[src/include/uart_rx_cfg.svh]
// Register map, field positions, reset values and line timing for the serial receiver
`ifndef UART_RX_CFG_SVH
`define UART_RX_CFG_SVH

`define REG_TX_CTRL   3'h0
`define REG_RX_CTRL   3'h1
`define REG_BAUD_CTRL 3'h2
`define REG_DIV_LO    3'h3
`define REG_DIV_HI    3'h4
`define REG_RX_DATA   3'h5
`define REG_IRQ_CTRL  3'h6

`define TX_CLOCK_SOURCE_SELECT  7
`define TX_SYNC  4
`define TX_HIGH  2
`define TX_SHIFT_REG_EMPTY_FLAG  1
`define RC_SERIAL_PORT_ENABLE  7
`define RC_NINE  6
`define RC_SINGLE_RECEIVE_ENABLE  5
`define RC_CONTINUOUS_RECEIVE_ENABLE  4
`define RC_ADDR_DETECT_ENABLE 3
`define RC_FRAMING_ERROR_FLAG  2
`define RC_OVERRUN_FLAG  1
`define RC_D9    0
`define BD_ABOVF 7
`define BD_IDLE  6
`define BD_CLOCK_DATA_POLARITY_SELECT  4
`define BD_WIDE  3
`define BD_AUTOBAUD_ENABLE 0
`define IRQ_EN   0
`define IRQ_FLAG 1

`define TX_WMASK 8'hF5
`define RC_WMASK 8'hF8
`define BD_WMASK 8'h1B
`define TX_RESET 8'h00
`define RC_RESET 8'h00
`define BD_RESET 8'h00

`define PRE_SLOW   2'h3
`define PRE_FAST   2'h0
`define PRE_SYNC   2'h1
`define SMP_END    4'hF
`define SMP_MID    4'h7
`define SMP_END_Q  4'h3
`define SMP_MID_Q  4'h1
`define SMP_SPAN   4'h2
`define AB_SH_SLOW 3'h7
`define AB_SH_FAST 3'h5
`define AB_FALLS   3'h3
`define BITS_8     4'h7
`define BITS_9     4'h8

`endif

[src/include/uart_rx_pkg.sv]
// Types shared by the serial receiver
`default_nettype none
package uart_rx_pkg;
  typedef logic [2:0] reg_index_t;
  typedef enum logic [2:0] {RX_IDLE, RX_START, RX_DATA, RX_STOP, RX_SYNC} rx_state_t;
  typedef enum logic [1:0] {AB_IDLE, AB_WAIT, AB_COUNT} ab_state_t;
endpackage
`default_nettype wire

[src/core/uart_rx_address_detect_ctrl.sv]
// Serial receiver with address detection, baud generator and Avalon-MM registers
`timescale 1ns/10ps
`default_nettype none
`include "uart_rx_cfg.svh"

module uart_rx_address_detect_ctrl (
  input  wire logic                    clk,
  input  wire logic                    reset_n,
  input  wire uart_rx_pkg::reg_index_t address,
  input  wire logic                    read,
  input  wire logic                    write,
  input  wire logic [31:0]             writedata,
  output var  logic [31:0]             readdata,
  output var  logic                    waitrequest,
  input  wire logic                    rx_dt_in,
  output var  logic                    tx_ck_out,
  output var  logic                    tx_ck_oe_n,
  output var  logic                    receive_irq_request
);
  import uart_rx_pkg::*;

  logic        rst_meta;
  logic        rst_n;
  always_ff @(posedge clk or negedge reset_n) begin
    if (!reset_n) begin
      rst_meta <= 1'b0;
      rst_n    <= 1'b0;
    end else begin
      rst_meta <= 1'b1;
      rst_n    <= rst_meta;
    end
  end

  // Register state
  logic [7:0]  tx_ctrl, next_tx_ctrl;
  logic [7:0]  rx_ctrl, next_rx_ctrl;
  logic [7:0]  baud_ctrl, next_baud_ctrl;
  logic        autobaud_overflow_flag, next_autobaud_overflow_flag;
  logic [7:0]  divisor_low_byte, next_divisor_low_byte;
  logic [7:0]  divisor_high_byte, next_divisor_high_byte;
  logic        receive_irq_enable, next_receive_irq_enable;
  logic [8:0]  fifo_data [2];
  logic [8:0]  next_fifo_data [2];
  logic [1:0]  fifo_fe, next_fifo_fe;
  logic        fifo_head, next_fifo_head;
  logic [1:0]  fifo_count, next_fifo_count;
  logic        overrun_flag, next_overrun_flag;
  logic        pop_ok, next_pop_ok;
  logic [31:0] next_readdata;
  logic        next_waitrequest;
  logic        next_receive_irq_request;
  logic        next_tx_ck_out;
  logic        next_tx_ck_oe_n;

  // Line state
  logic [1:0]  brg_pre, next_brg_pre;
  logic [15:0] brg_cnt, next_brg_cnt;
  rx_state_t   rx_state, next_rx_state;
  logic [3:0]  smp_cnt, next_smp_cnt;
  logic [2:0]  maj, next_maj;
  logic [3:0]  bit_cnt, next_bit_cnt;
  logic [8:0]  receive_shift_reg, next_receive_shift_reg;
  logic        rx_prev, next_rx_prev;
  logic        ck_level, next_ck_level;
  ab_state_t   ab_state, next_ab_state;
  logic [2:0]  ab_falls, next_ab_falls;
  logic [23:0] ab_cnt, next_ab_cnt;
  logic        ab_load_q;

  // Cross-group events
  logic        tick, pre_evt, push, push_fe, single_receive_enable_done;
  logic        ab_load, ab_ovf, ab_finish, bit_val, fall;
  logic [8:0]  push_data;
  logic [15:0] ab_value;
  logic [23:0] ab_shifted;

  logic        serial_port_enable, sync_mode, wide_divisor_select, high_speed_select;
  logic        nine_bit_receive_select, addr_detect_enable, clock_data_polarity_select;
  logic        continuous_receive_enable, single_receive_enable, autobaud_enable;
  logic        quarter_mode, rx_enable, div_write, acc_read, acc_write;
  logic        receive_flag, receive_idle_flag;
  logic [1:0]  pre_lim;
  logic [3:0]  smp_end, smp_mid, bit_last;
  logic [15:0] divisor;

  assign serial_port_enable         = rx_ctrl[`RC_SERIAL_PORT_ENABLE];
  assign nine_bit_receive_select    = rx_ctrl[`RC_NINE];
  assign single_receive_enable      = rx_ctrl[`RC_SINGLE_RECEIVE_ENABLE];
  assign continuous_receive_enable  = rx_ctrl[`RC_CONTINUOUS_RECEIVE_ENABLE];
  assign addr_detect_enable         = rx_ctrl[`RC_ADDR_DETECT_ENABLE];
  assign sync_mode                  = tx_ctrl[`TX_SYNC];
  assign high_speed_select          = tx_ctrl[`TX_HIGH];
  assign wide_divisor_select        = baud_ctrl[`BD_WIDE];
  assign clock_data_polarity_select = baud_ctrl[`BD_CLOCK_DATA_POLARITY_SELECT];
  assign autobaud_enable            = baud_ctrl[`BD_AUTOBAUD_ENABLE];
  assign acc_read  = read && !waitrequest;
  assign acc_write = write && !waitrequest;
  assign div_write = acc_write && (address == `REG_DIV_LO || address == `REG_DIV_HI);

  // Divide by 64, 16 or 4 times divisor plus one; the 4x mode samples 4 per bit
  assign quarter_mode = !sync_mode && wide_divisor_select && high_speed_select;
  assign pre_lim = sync_mode ? `PRE_SYNC :
                   (wide_divisor_select || high_speed_select) ? `PRE_FAST : `PRE_SLOW;
  assign divisor = wide_divisor_select ? {divisor_high_byte, divisor_low_byte}
                                       : {8'h00, divisor_low_byte};
  assign smp_end  = quarter_mode ? `SMP_END_Q : `SMP_END;
  assign smp_mid  = quarter_mode ? `SMP_MID_Q : `SMP_MID;
  assign bit_last = nine_bit_receive_select ? `BITS_9 : `BITS_8;
  assign rx_enable = serial_port_enable && !overrun_flag &&
                     (continuous_receive_enable || (sync_mode && single_receive_enable));
  assign fall = rx_prev && !rx_dt_in;
  assign ab_shifted = ab_cnt >> (quarter_mode ? `AB_SH_FAST : `AB_SH_SLOW);
  assign ab_value = ab_shifted[15:0] - 16'h0001;
  assign receive_flag = (fifo_count != 2'h0);
  assign receive_idle_flag = (rx_state == RX_IDLE);

  // Baud timer, receiver and auto-baud measurement
  always_comb begin
    next_brg_pre = brg_pre;
    next_brg_cnt = brg_cnt;
    next_rx_state = rx_state;
    next_smp_cnt = smp_cnt;
    next_maj = maj;
    next_bit_cnt = bit_cnt;
    next_receive_shift_reg = receive_shift_reg;
    next_rx_prev = rx_dt_in;
    next_ck_level = ck_level;
    next_ab_state = ab_state;
    next_ab_falls = ab_falls;
    next_ab_cnt = ab_cnt;
    tick = 1'b0;
    pre_evt = 1'b0;
    push = 1'b0;
    push_fe = 1'b0;
    push_data = receive_shift_reg;
    single_receive_enable_done = 1'b0;
    ab_load = 1'b0;
    ab_ovf = 1'b0;
    bit_val = 1'b0;
    // Restart on divisor change; an auto-baud load restarts with the new divisor one clock later, a register write reloads the old divisor first
    if (div_write || ab_load_q || !serial_port_enable) begin
      next_brg_pre = pre_lim;
      next_brg_cnt = divisor;
    end else if (brg_pre != 2'h0) begin
      next_brg_pre = brg_pre - 2'h1;
    end else begin
      pre_evt = 1'b1;
      next_brg_pre = pre_lim;
      if (brg_cnt != 16'h0000) begin
        next_brg_cnt = brg_cnt - 16'h0001;
      end else begin
        tick = 1'b1;
        next_brg_cnt = divisor;
      end
    end
    if (tick && smp_cnt >= smp_mid && smp_cnt <= smp_mid + `SMP_SPAN) begin
      next_maj = {maj[1:0], rx_dt_in};
    end
    bit_val = (next_maj[0] & next_maj[1]) | (next_maj[0] & next_maj[2]) |
              (next_maj[1] & next_maj[2]);
    case (rx_state)
      RX_IDLE: begin
        if (rx_enable && ab_state == AB_IDLE) begin
          if (sync_mode) begin
            if (tx_ctrl[`TX_CLOCK_SOURCE_SELECT]) begin
              next_rx_state = RX_SYNC;
              next_bit_cnt = 4'h0;
              next_ck_level = clock_data_polarity_select;
            end
          end else if (fall) begin
            next_rx_state = RX_START;
            next_smp_cnt = 4'h0;
          end
        end
      end
      RX_START: begin
        if (tick) begin
          next_smp_cnt = smp_cnt + 4'h1;
          // A glitch that is high again at mid-bit is dropped without error
          if (smp_cnt == smp_mid && rx_dt_in) begin
            next_rx_state = RX_IDLE;
          end else if (smp_cnt == smp_end) begin
            next_rx_state = RX_DATA;
            next_smp_cnt = 4'h0;
            next_bit_cnt = 4'h0;
          end
        end
      end
      RX_DATA, RX_STOP: begin
        if (tick) begin
          next_smp_cnt = smp_cnt + 4'h1;
          if (smp_cnt == smp_end) begin
            next_smp_cnt = 4'h0;
            if (rx_state == RX_DATA) begin
              next_receive_shift_reg = {bit_val, receive_shift_reg[8:1]};
              next_bit_cnt = bit_cnt + 4'h1;
              if (bit_cnt == bit_last) begin
                next_rx_state = RX_STOP;
              end
            end else begin
              next_rx_state = RX_IDLE;
              push_fe = !bit_val;
              push_data = nine_bit_receive_select ? receive_shift_reg
                                                  : {1'b0, receive_shift_reg[8:1]};
              // Non-address characters vanish while address detect and nine-bit receive are both on
              push = !(addr_detect_enable && nine_bit_receive_select &&
                       !receive_shift_reg[8]);
            end
          end
        end
      end
      RX_SYNC: begin
        if (tick) begin
          next_ck_level = !ck_level;
          // Sample on the edge opposite the one on which data changes
          if (ck_level == clock_data_polarity_select) begin
            next_receive_shift_reg = {rx_dt_in, receive_shift_reg[8:1]};
            next_bit_cnt = bit_cnt + 4'h1;
          end else if (bit_cnt == bit_last + 4'h1) begin
            next_rx_state = RX_IDLE;
            push = 1'b1;
            push_data = nine_bit_receive_select ? receive_shift_reg
                                                : {1'b0, receive_shift_reg[8:1]};
            single_receive_enable_done = !continuous_receive_enable;
          end
        end
      end
      default: next_rx_state = RX_IDLE;
    endcase
    if (!rx_enable && rx_state != RX_IDLE) begin
      next_rx_state = RX_IDLE;
      next_ck_level = clock_data_polarity_select;
    end
    case (ab_state)
      AB_IDLE: begin
        if (autobaud_enable && serial_port_enable && !sync_mode) begin
          next_ab_state = AB_WAIT;
        end
      end
      AB_WAIT: begin
        if (fall) begin
          next_ab_state = AB_COUNT;
          next_ab_cnt = 24'h000000;
          next_ab_falls = 3'h0;
        end
      end
      AB_COUNT: begin
        if (pre_evt) begin
          next_ab_cnt = ab_cnt + 24'h000001;
        end
        if (ab_cnt == 24'hFFFFFF) begin
          ab_ovf = 1'b1;
          next_ab_state = AB_IDLE;
        end else if (fall) begin
          next_ab_falls = ab_falls + 3'h1;
          // Four more falling edges of the 0x55 pattern span eight bits
          if (ab_falls == `AB_FALLS) begin
            ab_load = 1'b1;
            next_ab_state = AB_IDLE;
          end
        end
      end
      default: next_ab_state = AB_IDLE;
    endcase
    if (!autobaud_enable || !serial_port_enable) begin
      next_ab_state = AB_IDLE;
    end
    ab_finish = ab_load || ab_ovf;
  end

  always_ff @(posedge clk or negedge rst_n) begin
    if (!rst_n) begin
      ab_load_q <= 1'b0;
      brg_pre <= 2'h0;
      brg_cnt <= 16'h0000;
      rx_state <= RX_IDLE;
      smp_cnt <= 4'h0;
      maj <= 3'h7;
      bit_cnt <= 4'h0;
      receive_shift_reg <= 9'h000;
      rx_prev <= 1'b1;
      ck_level <= 1'b0;
      ab_state <= AB_IDLE;
      ab_falls <= 3'h0;
      ab_cnt <= 24'h000000;
    end else begin
      ab_load_q <= ab_load;
      brg_pre <= next_brg_pre;
      brg_cnt <= next_brg_cnt;
      rx_state <= next_rx_state;
      smp_cnt <= next_smp_cnt;
      maj <= next_maj;
      bit_cnt <= next_bit_cnt;
      receive_shift_reg <= next_receive_shift_reg;
      rx_prev <= next_rx_prev;
      ck_level <= next_ck_level;
      ab_state <= next_ab_state;
      ab_falls <= next_ab_falls;
      ab_cnt <= next_ab_cnt;
    end
  end

  // Register file, receive buffer and pins
  always_comb begin
    logic       wr_idx;
    logic       top_fe;
    logic [8:0] top;
    wr_idx = fifo_head ^ fifo_count[0];
    top = receive_flag ? fifo_data[fifo_head] : 9'h000;
    top_fe = receive_flag && fifo_fe[fifo_head];
    next_tx_ctrl = tx_ctrl;
    next_rx_ctrl = rx_ctrl;
    next_baud_ctrl = baud_ctrl;
    next_autobaud_overflow_flag = autobaud_overflow_flag;
    next_divisor_low_byte = divisor_low_byte;
    next_divisor_high_byte = divisor_high_byte;
    next_receive_irq_enable = receive_irq_enable;
    next_fifo_data = fifo_data;
    next_fifo_fe = fifo_fe;
    next_fifo_head = fifo_head;
    next_fifo_count = fifo_count;
    next_overrun_flag = overrun_flag;
    next_pop_ok = pop_ok;
    next_readdata = readdata;
    next_waitrequest = !((read || write) && waitrequest);
    if (read && waitrequest) begin
      next_pop_ok = receive_flag;
      next_readdata = 32'h00000000;
      case (address)
        `REG_TX_CTRL:   next_readdata[7:0] = tx_ctrl | (8'h01 << `TX_SHIFT_REG_EMPTY_FLAG);
        `REG_RX_CTRL:   next_readdata[7:0] = {rx_ctrl[7:3], top_fe, overrun_flag, top[8]};
        `REG_BAUD_CTRL: next_readdata[7:0] = baud_ctrl |
                          ({7'h00, autobaud_overflow_flag} << `BD_ABOVF) |
                          ({7'h00, receive_idle_flag} << `BD_IDLE);
        `REG_DIV_LO:    next_readdata[7:0] = divisor_low_byte;
        `REG_DIV_HI:    next_readdata[7:0] = divisor_high_byte;
        `REG_RX_DATA:   next_readdata[7:0] = top[7:0];
        `REG_IRQ_CTRL:  next_readdata[7:0] = ({7'h00, receive_flag} << `IRQ_FLAG) |
                          ({7'h00, receive_irq_enable} << `IRQ_EN);
        default:        next_readdata = 32'h00000000;
      endcase
    end
    if (acc_read && address == `REG_RX_DATA && pop_ok) begin
      next_fifo_head = !fifo_head;
      next_fifo_count = fifo_count - 2'h1;
    end
    if (acc_write) begin
      case (address)
        `REG_TX_CTRL:   next_tx_ctrl = writedata[7:0] & `TX_WMASK;
        `REG_RX_CTRL:   next_rx_ctrl = writedata[7:0] & `RC_WMASK;
        `REG_BAUD_CTRL: begin
          next_baud_ctrl = writedata[7:0] & `BD_WMASK;
          if (writedata[`BD_AUTOBAUD_ENABLE]) begin
            next_autobaud_overflow_flag = 1'b0;
          end
        end
        `REG_DIV_LO:    next_divisor_low_byte = writedata[7:0];
        `REG_DIV_HI:    next_divisor_high_byte = writedata[7:0];
        `REG_IRQ_CTRL:  next_receive_irq_enable = writedata[`IRQ_EN];
        default:        next_receive_irq_enable = receive_irq_enable;
      endcase
    end
    if (single_receive_enable_done) begin
      next_rx_ctrl[`RC_SINGLE_RECEIVE_ENABLE] = 1'b0;
    end
    if (ab_load) begin
      next_divisor_low_byte = ab_value[7:0];
      next_divisor_high_byte = ab_value[15:8];
    end
    if (ab_ovf) begin
      next_autobaud_overflow_flag = 1'b1;
    end
    if (ab_finish) begin
      next_baud_ctrl[`BD_AUTOBAUD_ENABLE] = 1'b0;
    end
    if (!next_rx_ctrl[`RC_CONTINUOUS_RECEIVE_ENABLE]) begin
      next_overrun_flag = 1'b0;
    end
    if (push && !overrun_flag) begin
      if (fifo_count == 2'h2) begin
        next_overrun_flag = 1'b1;
      end else begin
        next_fifo_data[wr_idx] = push_data;
        next_fifo_fe[wr_idx] = push_fe;
        next_fifo_count = next_fifo_count + 2'h1;
      end
    end
    // Port disable empties the buffer and forces the error flags clear
    if (!serial_port_enable) begin
      next_fifo_count = 2'h0;
      next_fifo_head = 1'b0;
      next_overrun_flag = 1'b0;
    end
    next_receive_irq_request = (next_fifo_count != 2'h0) && next_receive_irq_enable;
    next_tx_ck_oe_n = !(serial_port_enable && !(sync_mode && !tx_ctrl[`TX_CLOCK_SOURCE_SELECT]));
    // Released pin rests high, also as a sync slave
    if (next_tx_ck_oe_n) begin
      next_tx_ck_out = 1'b1;
    end else if (sync_mode) begin
      next_tx_ck_out = ck_level;
    end else begin
      next_tx_ck_out = !clock_data_polarity_select;
    end
  end

  always_ff @(posedge clk or negedge rst_n) begin
    if (!rst_n) begin
      tx_ctrl <= `TX_RESET;
      rx_ctrl <= `RC_RESET;
      baud_ctrl <= `BD_RESET;
      autobaud_overflow_flag <= 1'b0;
      divisor_low_byte <= 8'h00;
      divisor_high_byte <= 8'h00;
      receive_irq_enable <= 1'b0;
      fifo_data[0] <= 9'h000;
      fifo_data[1] <= 9'h000;
      fifo_fe <= 2'h0;
      fifo_head <= 1'b0;
      fifo_count <= 2'h0;
      overrun_flag <= 1'b0;
      pop_ok <= 1'b0;
      readdata <= 32'h00000000;
      waitrequest <= 1'b1;
      receive_irq_request <= 1'b0;
      tx_ck_out <= 1'b1;
      tx_ck_oe_n <= 1'b1;
    end else begin
      tx_ctrl <= next_tx_ctrl;
      rx_ctrl <= next_rx_ctrl;
      baud_ctrl <= next_baud_ctrl;
      autobaud_overflow_flag <= next_autobaud_overflow_flag;
      divisor_low_byte <= next_divisor_low_byte;
      divisor_high_byte <= next_divisor_high_byte;
      receive_irq_enable <= next_receive_irq_enable;
      fifo_data <= next_fifo_data;
      fifo_fe <= next_fifo_fe;
      fifo_head <= next_fifo_head;
      fifo_count <= next_fifo_count;
      overrun_flag <= next_overrun_flag;
      pop_ok <= next_pop_ok;
      readdata <= next_readdata;
      waitrequest <= next_waitrequest;
      receive_irq_request <= next_receive_irq_request;
      tx_ck_out <= next_tx_ck_out;
      tx_ck_oe_n <= next_tx_ck_oe_n;
    end
  end

endmodule // uart_rx_address_detect_ctrl
`default_nettype wire

[config.mk]
export PLATFORM = sky130hd
export DESIGN_NAME = uart_rx_address_detect_ctrl
export DESIGN_NICKNAME = d
export VERILOG_FILES = /design/src/include/uart_rx_pkg.sv /design/src/core/uart_rx_address_detect_ctrl.sv
export VERILOG_INCLUDE_DIRS = /design/src /design/src/include
export SDC_FILE = /design/constraint.sdc
export NUM_CORES = 1
export LEC_CHECK = 0
export ABC_CLOCK_PERIOD_IN_PS = 4200
export BUFFER_PORTS_ARGS = -buffer_cell sky130_fd_sc_hd__buf_4
export CAP_MARGIN = 10
export CELL_PAD_IN_SITES_DETAIL_PLACEMENT = 1
export CELL_PAD_IN_SITES_GLOBAL_PLACEMENT = 1
export CORE_MARGIN = 10
export CORE_UTILIZATION = 30
export CTS_CLUSTER_DIAMETER = 200
export CTS_CLUSTER_SIZE = 14
export DETAILED_ROUTE_END_ITERATION = 10
export PLACE_DENSITY = 0.62
export SETUP_SLACK_MARGIN = 0.15
export SYNTH_ARGS = -nofsm -noshare
export SYNTH_HDL_FRONTEND = slang
export SYNTH_SLANG_ARGS = --single-unit
[constraint.sdc]
create_clock -name clk -period 4.2 [get_ports clk]
set_input_delay 0.84 -clock clk [delete_from_list [all_inputs] [get_ports clk]]
set_output_delay 0.84 -clock clk [all_outputs]
set_load 0.01 [all_outputs]
==> metrics <==
Yosys reg bits 145; PostCTS Resize Cnt 0; Synth async-reset ratio 100%; I/O Pins 76; most common cell after layout, fill and taps aside dfrtp_1; fin crit share 72.8%; Final Skew 14.8 ps; Reg clk slew, reported paths 70 ps; via count 7041; initial drt markers 587; final wirelength 25900 um; maximum VDD drop 0.298 mV; Cell Rows 63; Die ar. 0.0371 mm2; Netlist cell types 82; largest register by flop count ab_cnt; Starting Density 30.3%; max-slew violations 0; Syn. warnings 0; Largest register FFs 24; slew at the pin closest to its max-slew limit 1200 ps; H-tree depth 4; post-route ant nets 0; FF-to-FF Start brg_cnt[0]; Worst Hold Class input port to asynchronous set/reset pin; Core Area 0.0295 mm2; CP Cell Sequence inv_1 -> ha_1 -> or4b_1 -> nor2_1 -> nand3_1 -> a21boi_0 -> nand2_1 -> o21ai_0; share of layout cells above drive strength 1 16.9%; vias in the first global route 7404; Setup Fix Bufs, Post-CTS 0; Crit-path slowest cell a21boi_0; cell leakage power 4.42 nW; biggest regs ab_cnt x24, fifo_data x18, brg_cnt x16; number of synthesized flops with an enable pin 0; placed wire-length estimate 18900 um; number of diodes 0; synthesized area per cell 9.68 um2; maximum clock rate 327 MHz; RSZ-0062 raised after global routing false; Final Util 34.3%; fin nets 987; largest net degree at the start of global routing 87; crit-path max FO 6; Cells after Synth 923; routability cong. 0.835; Vias/cell 5.27; DR WL/cell 19.4 um; first-pass GRT wire length 42800 um; Post-CTS Hold Fix Bufs 0; CP required 4550 ps; Setup-failing EPs final 0; number of fillers in the final layout 3414; CTS tree done; Crit path max-delay family simple AND/OR/NAND/NOR gates; min cycle time layout 3060 ps; synthesized cell area 0.00893 mm2; final hold violation count 0; total global routing track utilization 14.7%; area grow syn2layout 13.1%; CTS Buf Count 17; crit path kind flip-flop to flip-flop; Residual DRC 0; Worst-Skew Late Latency 450 ps; IO Port Bufs 27; status finished, final reports clean; Pwr Density 478 mW/mm2; Main synth FF type dfrtp_1; chip width 193 um; Root Driver clkbuf_16; drt pass-1 iters 4; Buf/Inv on CP 1; critical path capture point type flip-flop; WP data arrival 3410 ps; max_slew headroom 19.9%; max cap viols 0; CP max stage delay 740 ps; startpoint types flip-flop; initial antenna violation count 1; GRT overflow 0; leading cell types in the layout, fill and taps excluded dfrtp_1 (137), nor2_1 (80), nand2_1 (63), o21ai_0 (49), buf_4 (42); CTS sink count 145; die height 193 um; register area share after synthesis 40.7%; Fin Setup TNS 0 ps; Longest Clk Path Bufs 2; Crit. Startpoint brg_cnt[0]
-- synthesized netlist by cell type (all sizes together) (3+ instances only) --
library cell / count / share of area, %
o22ai: 8 / 0.56
nor3b: 8 / 0.73
nand2: 64 / 2.7
xor2: 16 / 1.6
nand3b: 4 / 0.34
and3: 12 / 0.84
o31ai: 8 / 0.67
a31oi: 12 / 0.84
o41ai: 3 / 0.29
nand4b: 5 / 0.49
o221ai: 4 / 0.39
a21boi: 4 / 0.34
mux4: 3 / 0.76
and2: 5 / 0.35
mux2i: 41 / 4.6
a22oi: 10 / 0.84
dfstp: 7 / 2.1
nand3: 22 / 1.2
a21o: 4 / 0.34
or2: 7 / 0.49
o21ai: 51 / 2.9
mux2: 66 / 9.0
buf: 35 / 2.7
ha: 15 / 2.1
nor2b: 10 / 0.70
a21oi: 39 / 2.2
nor4: 21 / 1.9
nor3: 23 / 1.3
clkbuf: 41 / 1.7
nor4b: 3 / 0.29
a22o: 12 / 1.2
a211oi: 6 / 0.50
and4: 4 / 0.39
inv: 27 / 1.1
or3: 10 / 0.70
nand2b: 7 / 0.49
nand4: 18 / 1.4
dfrtp: 138 / 39
a221o: 3 / 0.34
nor2: 80 / 3.4
or4: 6 / 0.63
xnor2: 27 / 2.6
-- where the power goes --
group          internal, mW  switching (mW)
Combinational         0.512           0.736
Clock                  1.02           0.662
Sequential             1.61           0.286
Total                  3.14            1.68
-- final timing paths --
kind | end | slack (ps) | cells after the start
min in group clk | rst_n | 350 | 0
worst max register to register | brg_cnt[13] | 1140 | 8
max in group asynchronous | waitrequest | 2770 | 1
worst min-delay path | rst_n | 160 | 1
worst min register to register | rst_n | 350 | 0
worst max-delay path | brg_cnt[13] | 1140 | 8
-- cells by family (layout without fill, tap and decap cells) --
kind of cell | Yosys count | after routing | share of synthesized area [%]
multiplexers | 110 | 110 | 14.3
AO/OA/AOI/OAI | 189 | 189 | 13.8
adder cells (fa/ha/maj) | 16 | 16 | 2.21
buffers and inverters | 103 | 102 | 5.58
XOR/XNOR | 43 | 43 | 4.22
flip-flops | 145 | 145 | 40.7
other | 2 | 25 | 0.0841
AND/OR/NAND/NOR | 315 | 315 | 19.0
-- per-stage QoR --
stage | setup WS, ps | power (mW) | cell area, um2 | hold WS [ps] | cells
5_1_grt | 898 | 5.13 | 10100 | 142 | 1335
4_1_cts | 1170 | 4.89 | 10100 | 131 | 1335
3_3_place_gp | 894 | 3.15 | 9460 | 338 | 1303
2_1_floorplan | 1080 | 2.72 | 9020 | 331 | 946
6_report | 1140 | 4.82 | 10100 | 158 | 1335
3_5_place_dp | 883 | 3.17 | 9460 | 339 | 1303
-- routing by layer --
| metal | track usage, % | wire [um] | vias to the layer above |
|---|---|---|---|
| met5 | 0 | 13 | - |
| met4 | 4.83 | 528 | 2 |
| met3 | 3.05 | 797 | 29 |
| li1 | - | - | 3353 |
| met1 | 19.5 | 12100 | 3592 |
| met2 | 23.5 | 12400 | 65 |
-- area by class of cell --
cell class | instances | area [um2] | share of cell area (%)
sequential | 145 | 3640 | 36.1
tap | 390 | 488 | 4.83
inverter | 27 | 101 | 1.00
multi-input combinational | 698 | 4890 | 48.5
clock buffer | 18 | 439 | 4.35
clock inverter | 14 | 201 | 1.99
timing repair buffer | 43 | 335 | 3.32
No activity file was read; power rests on OpenSTA's default activity.
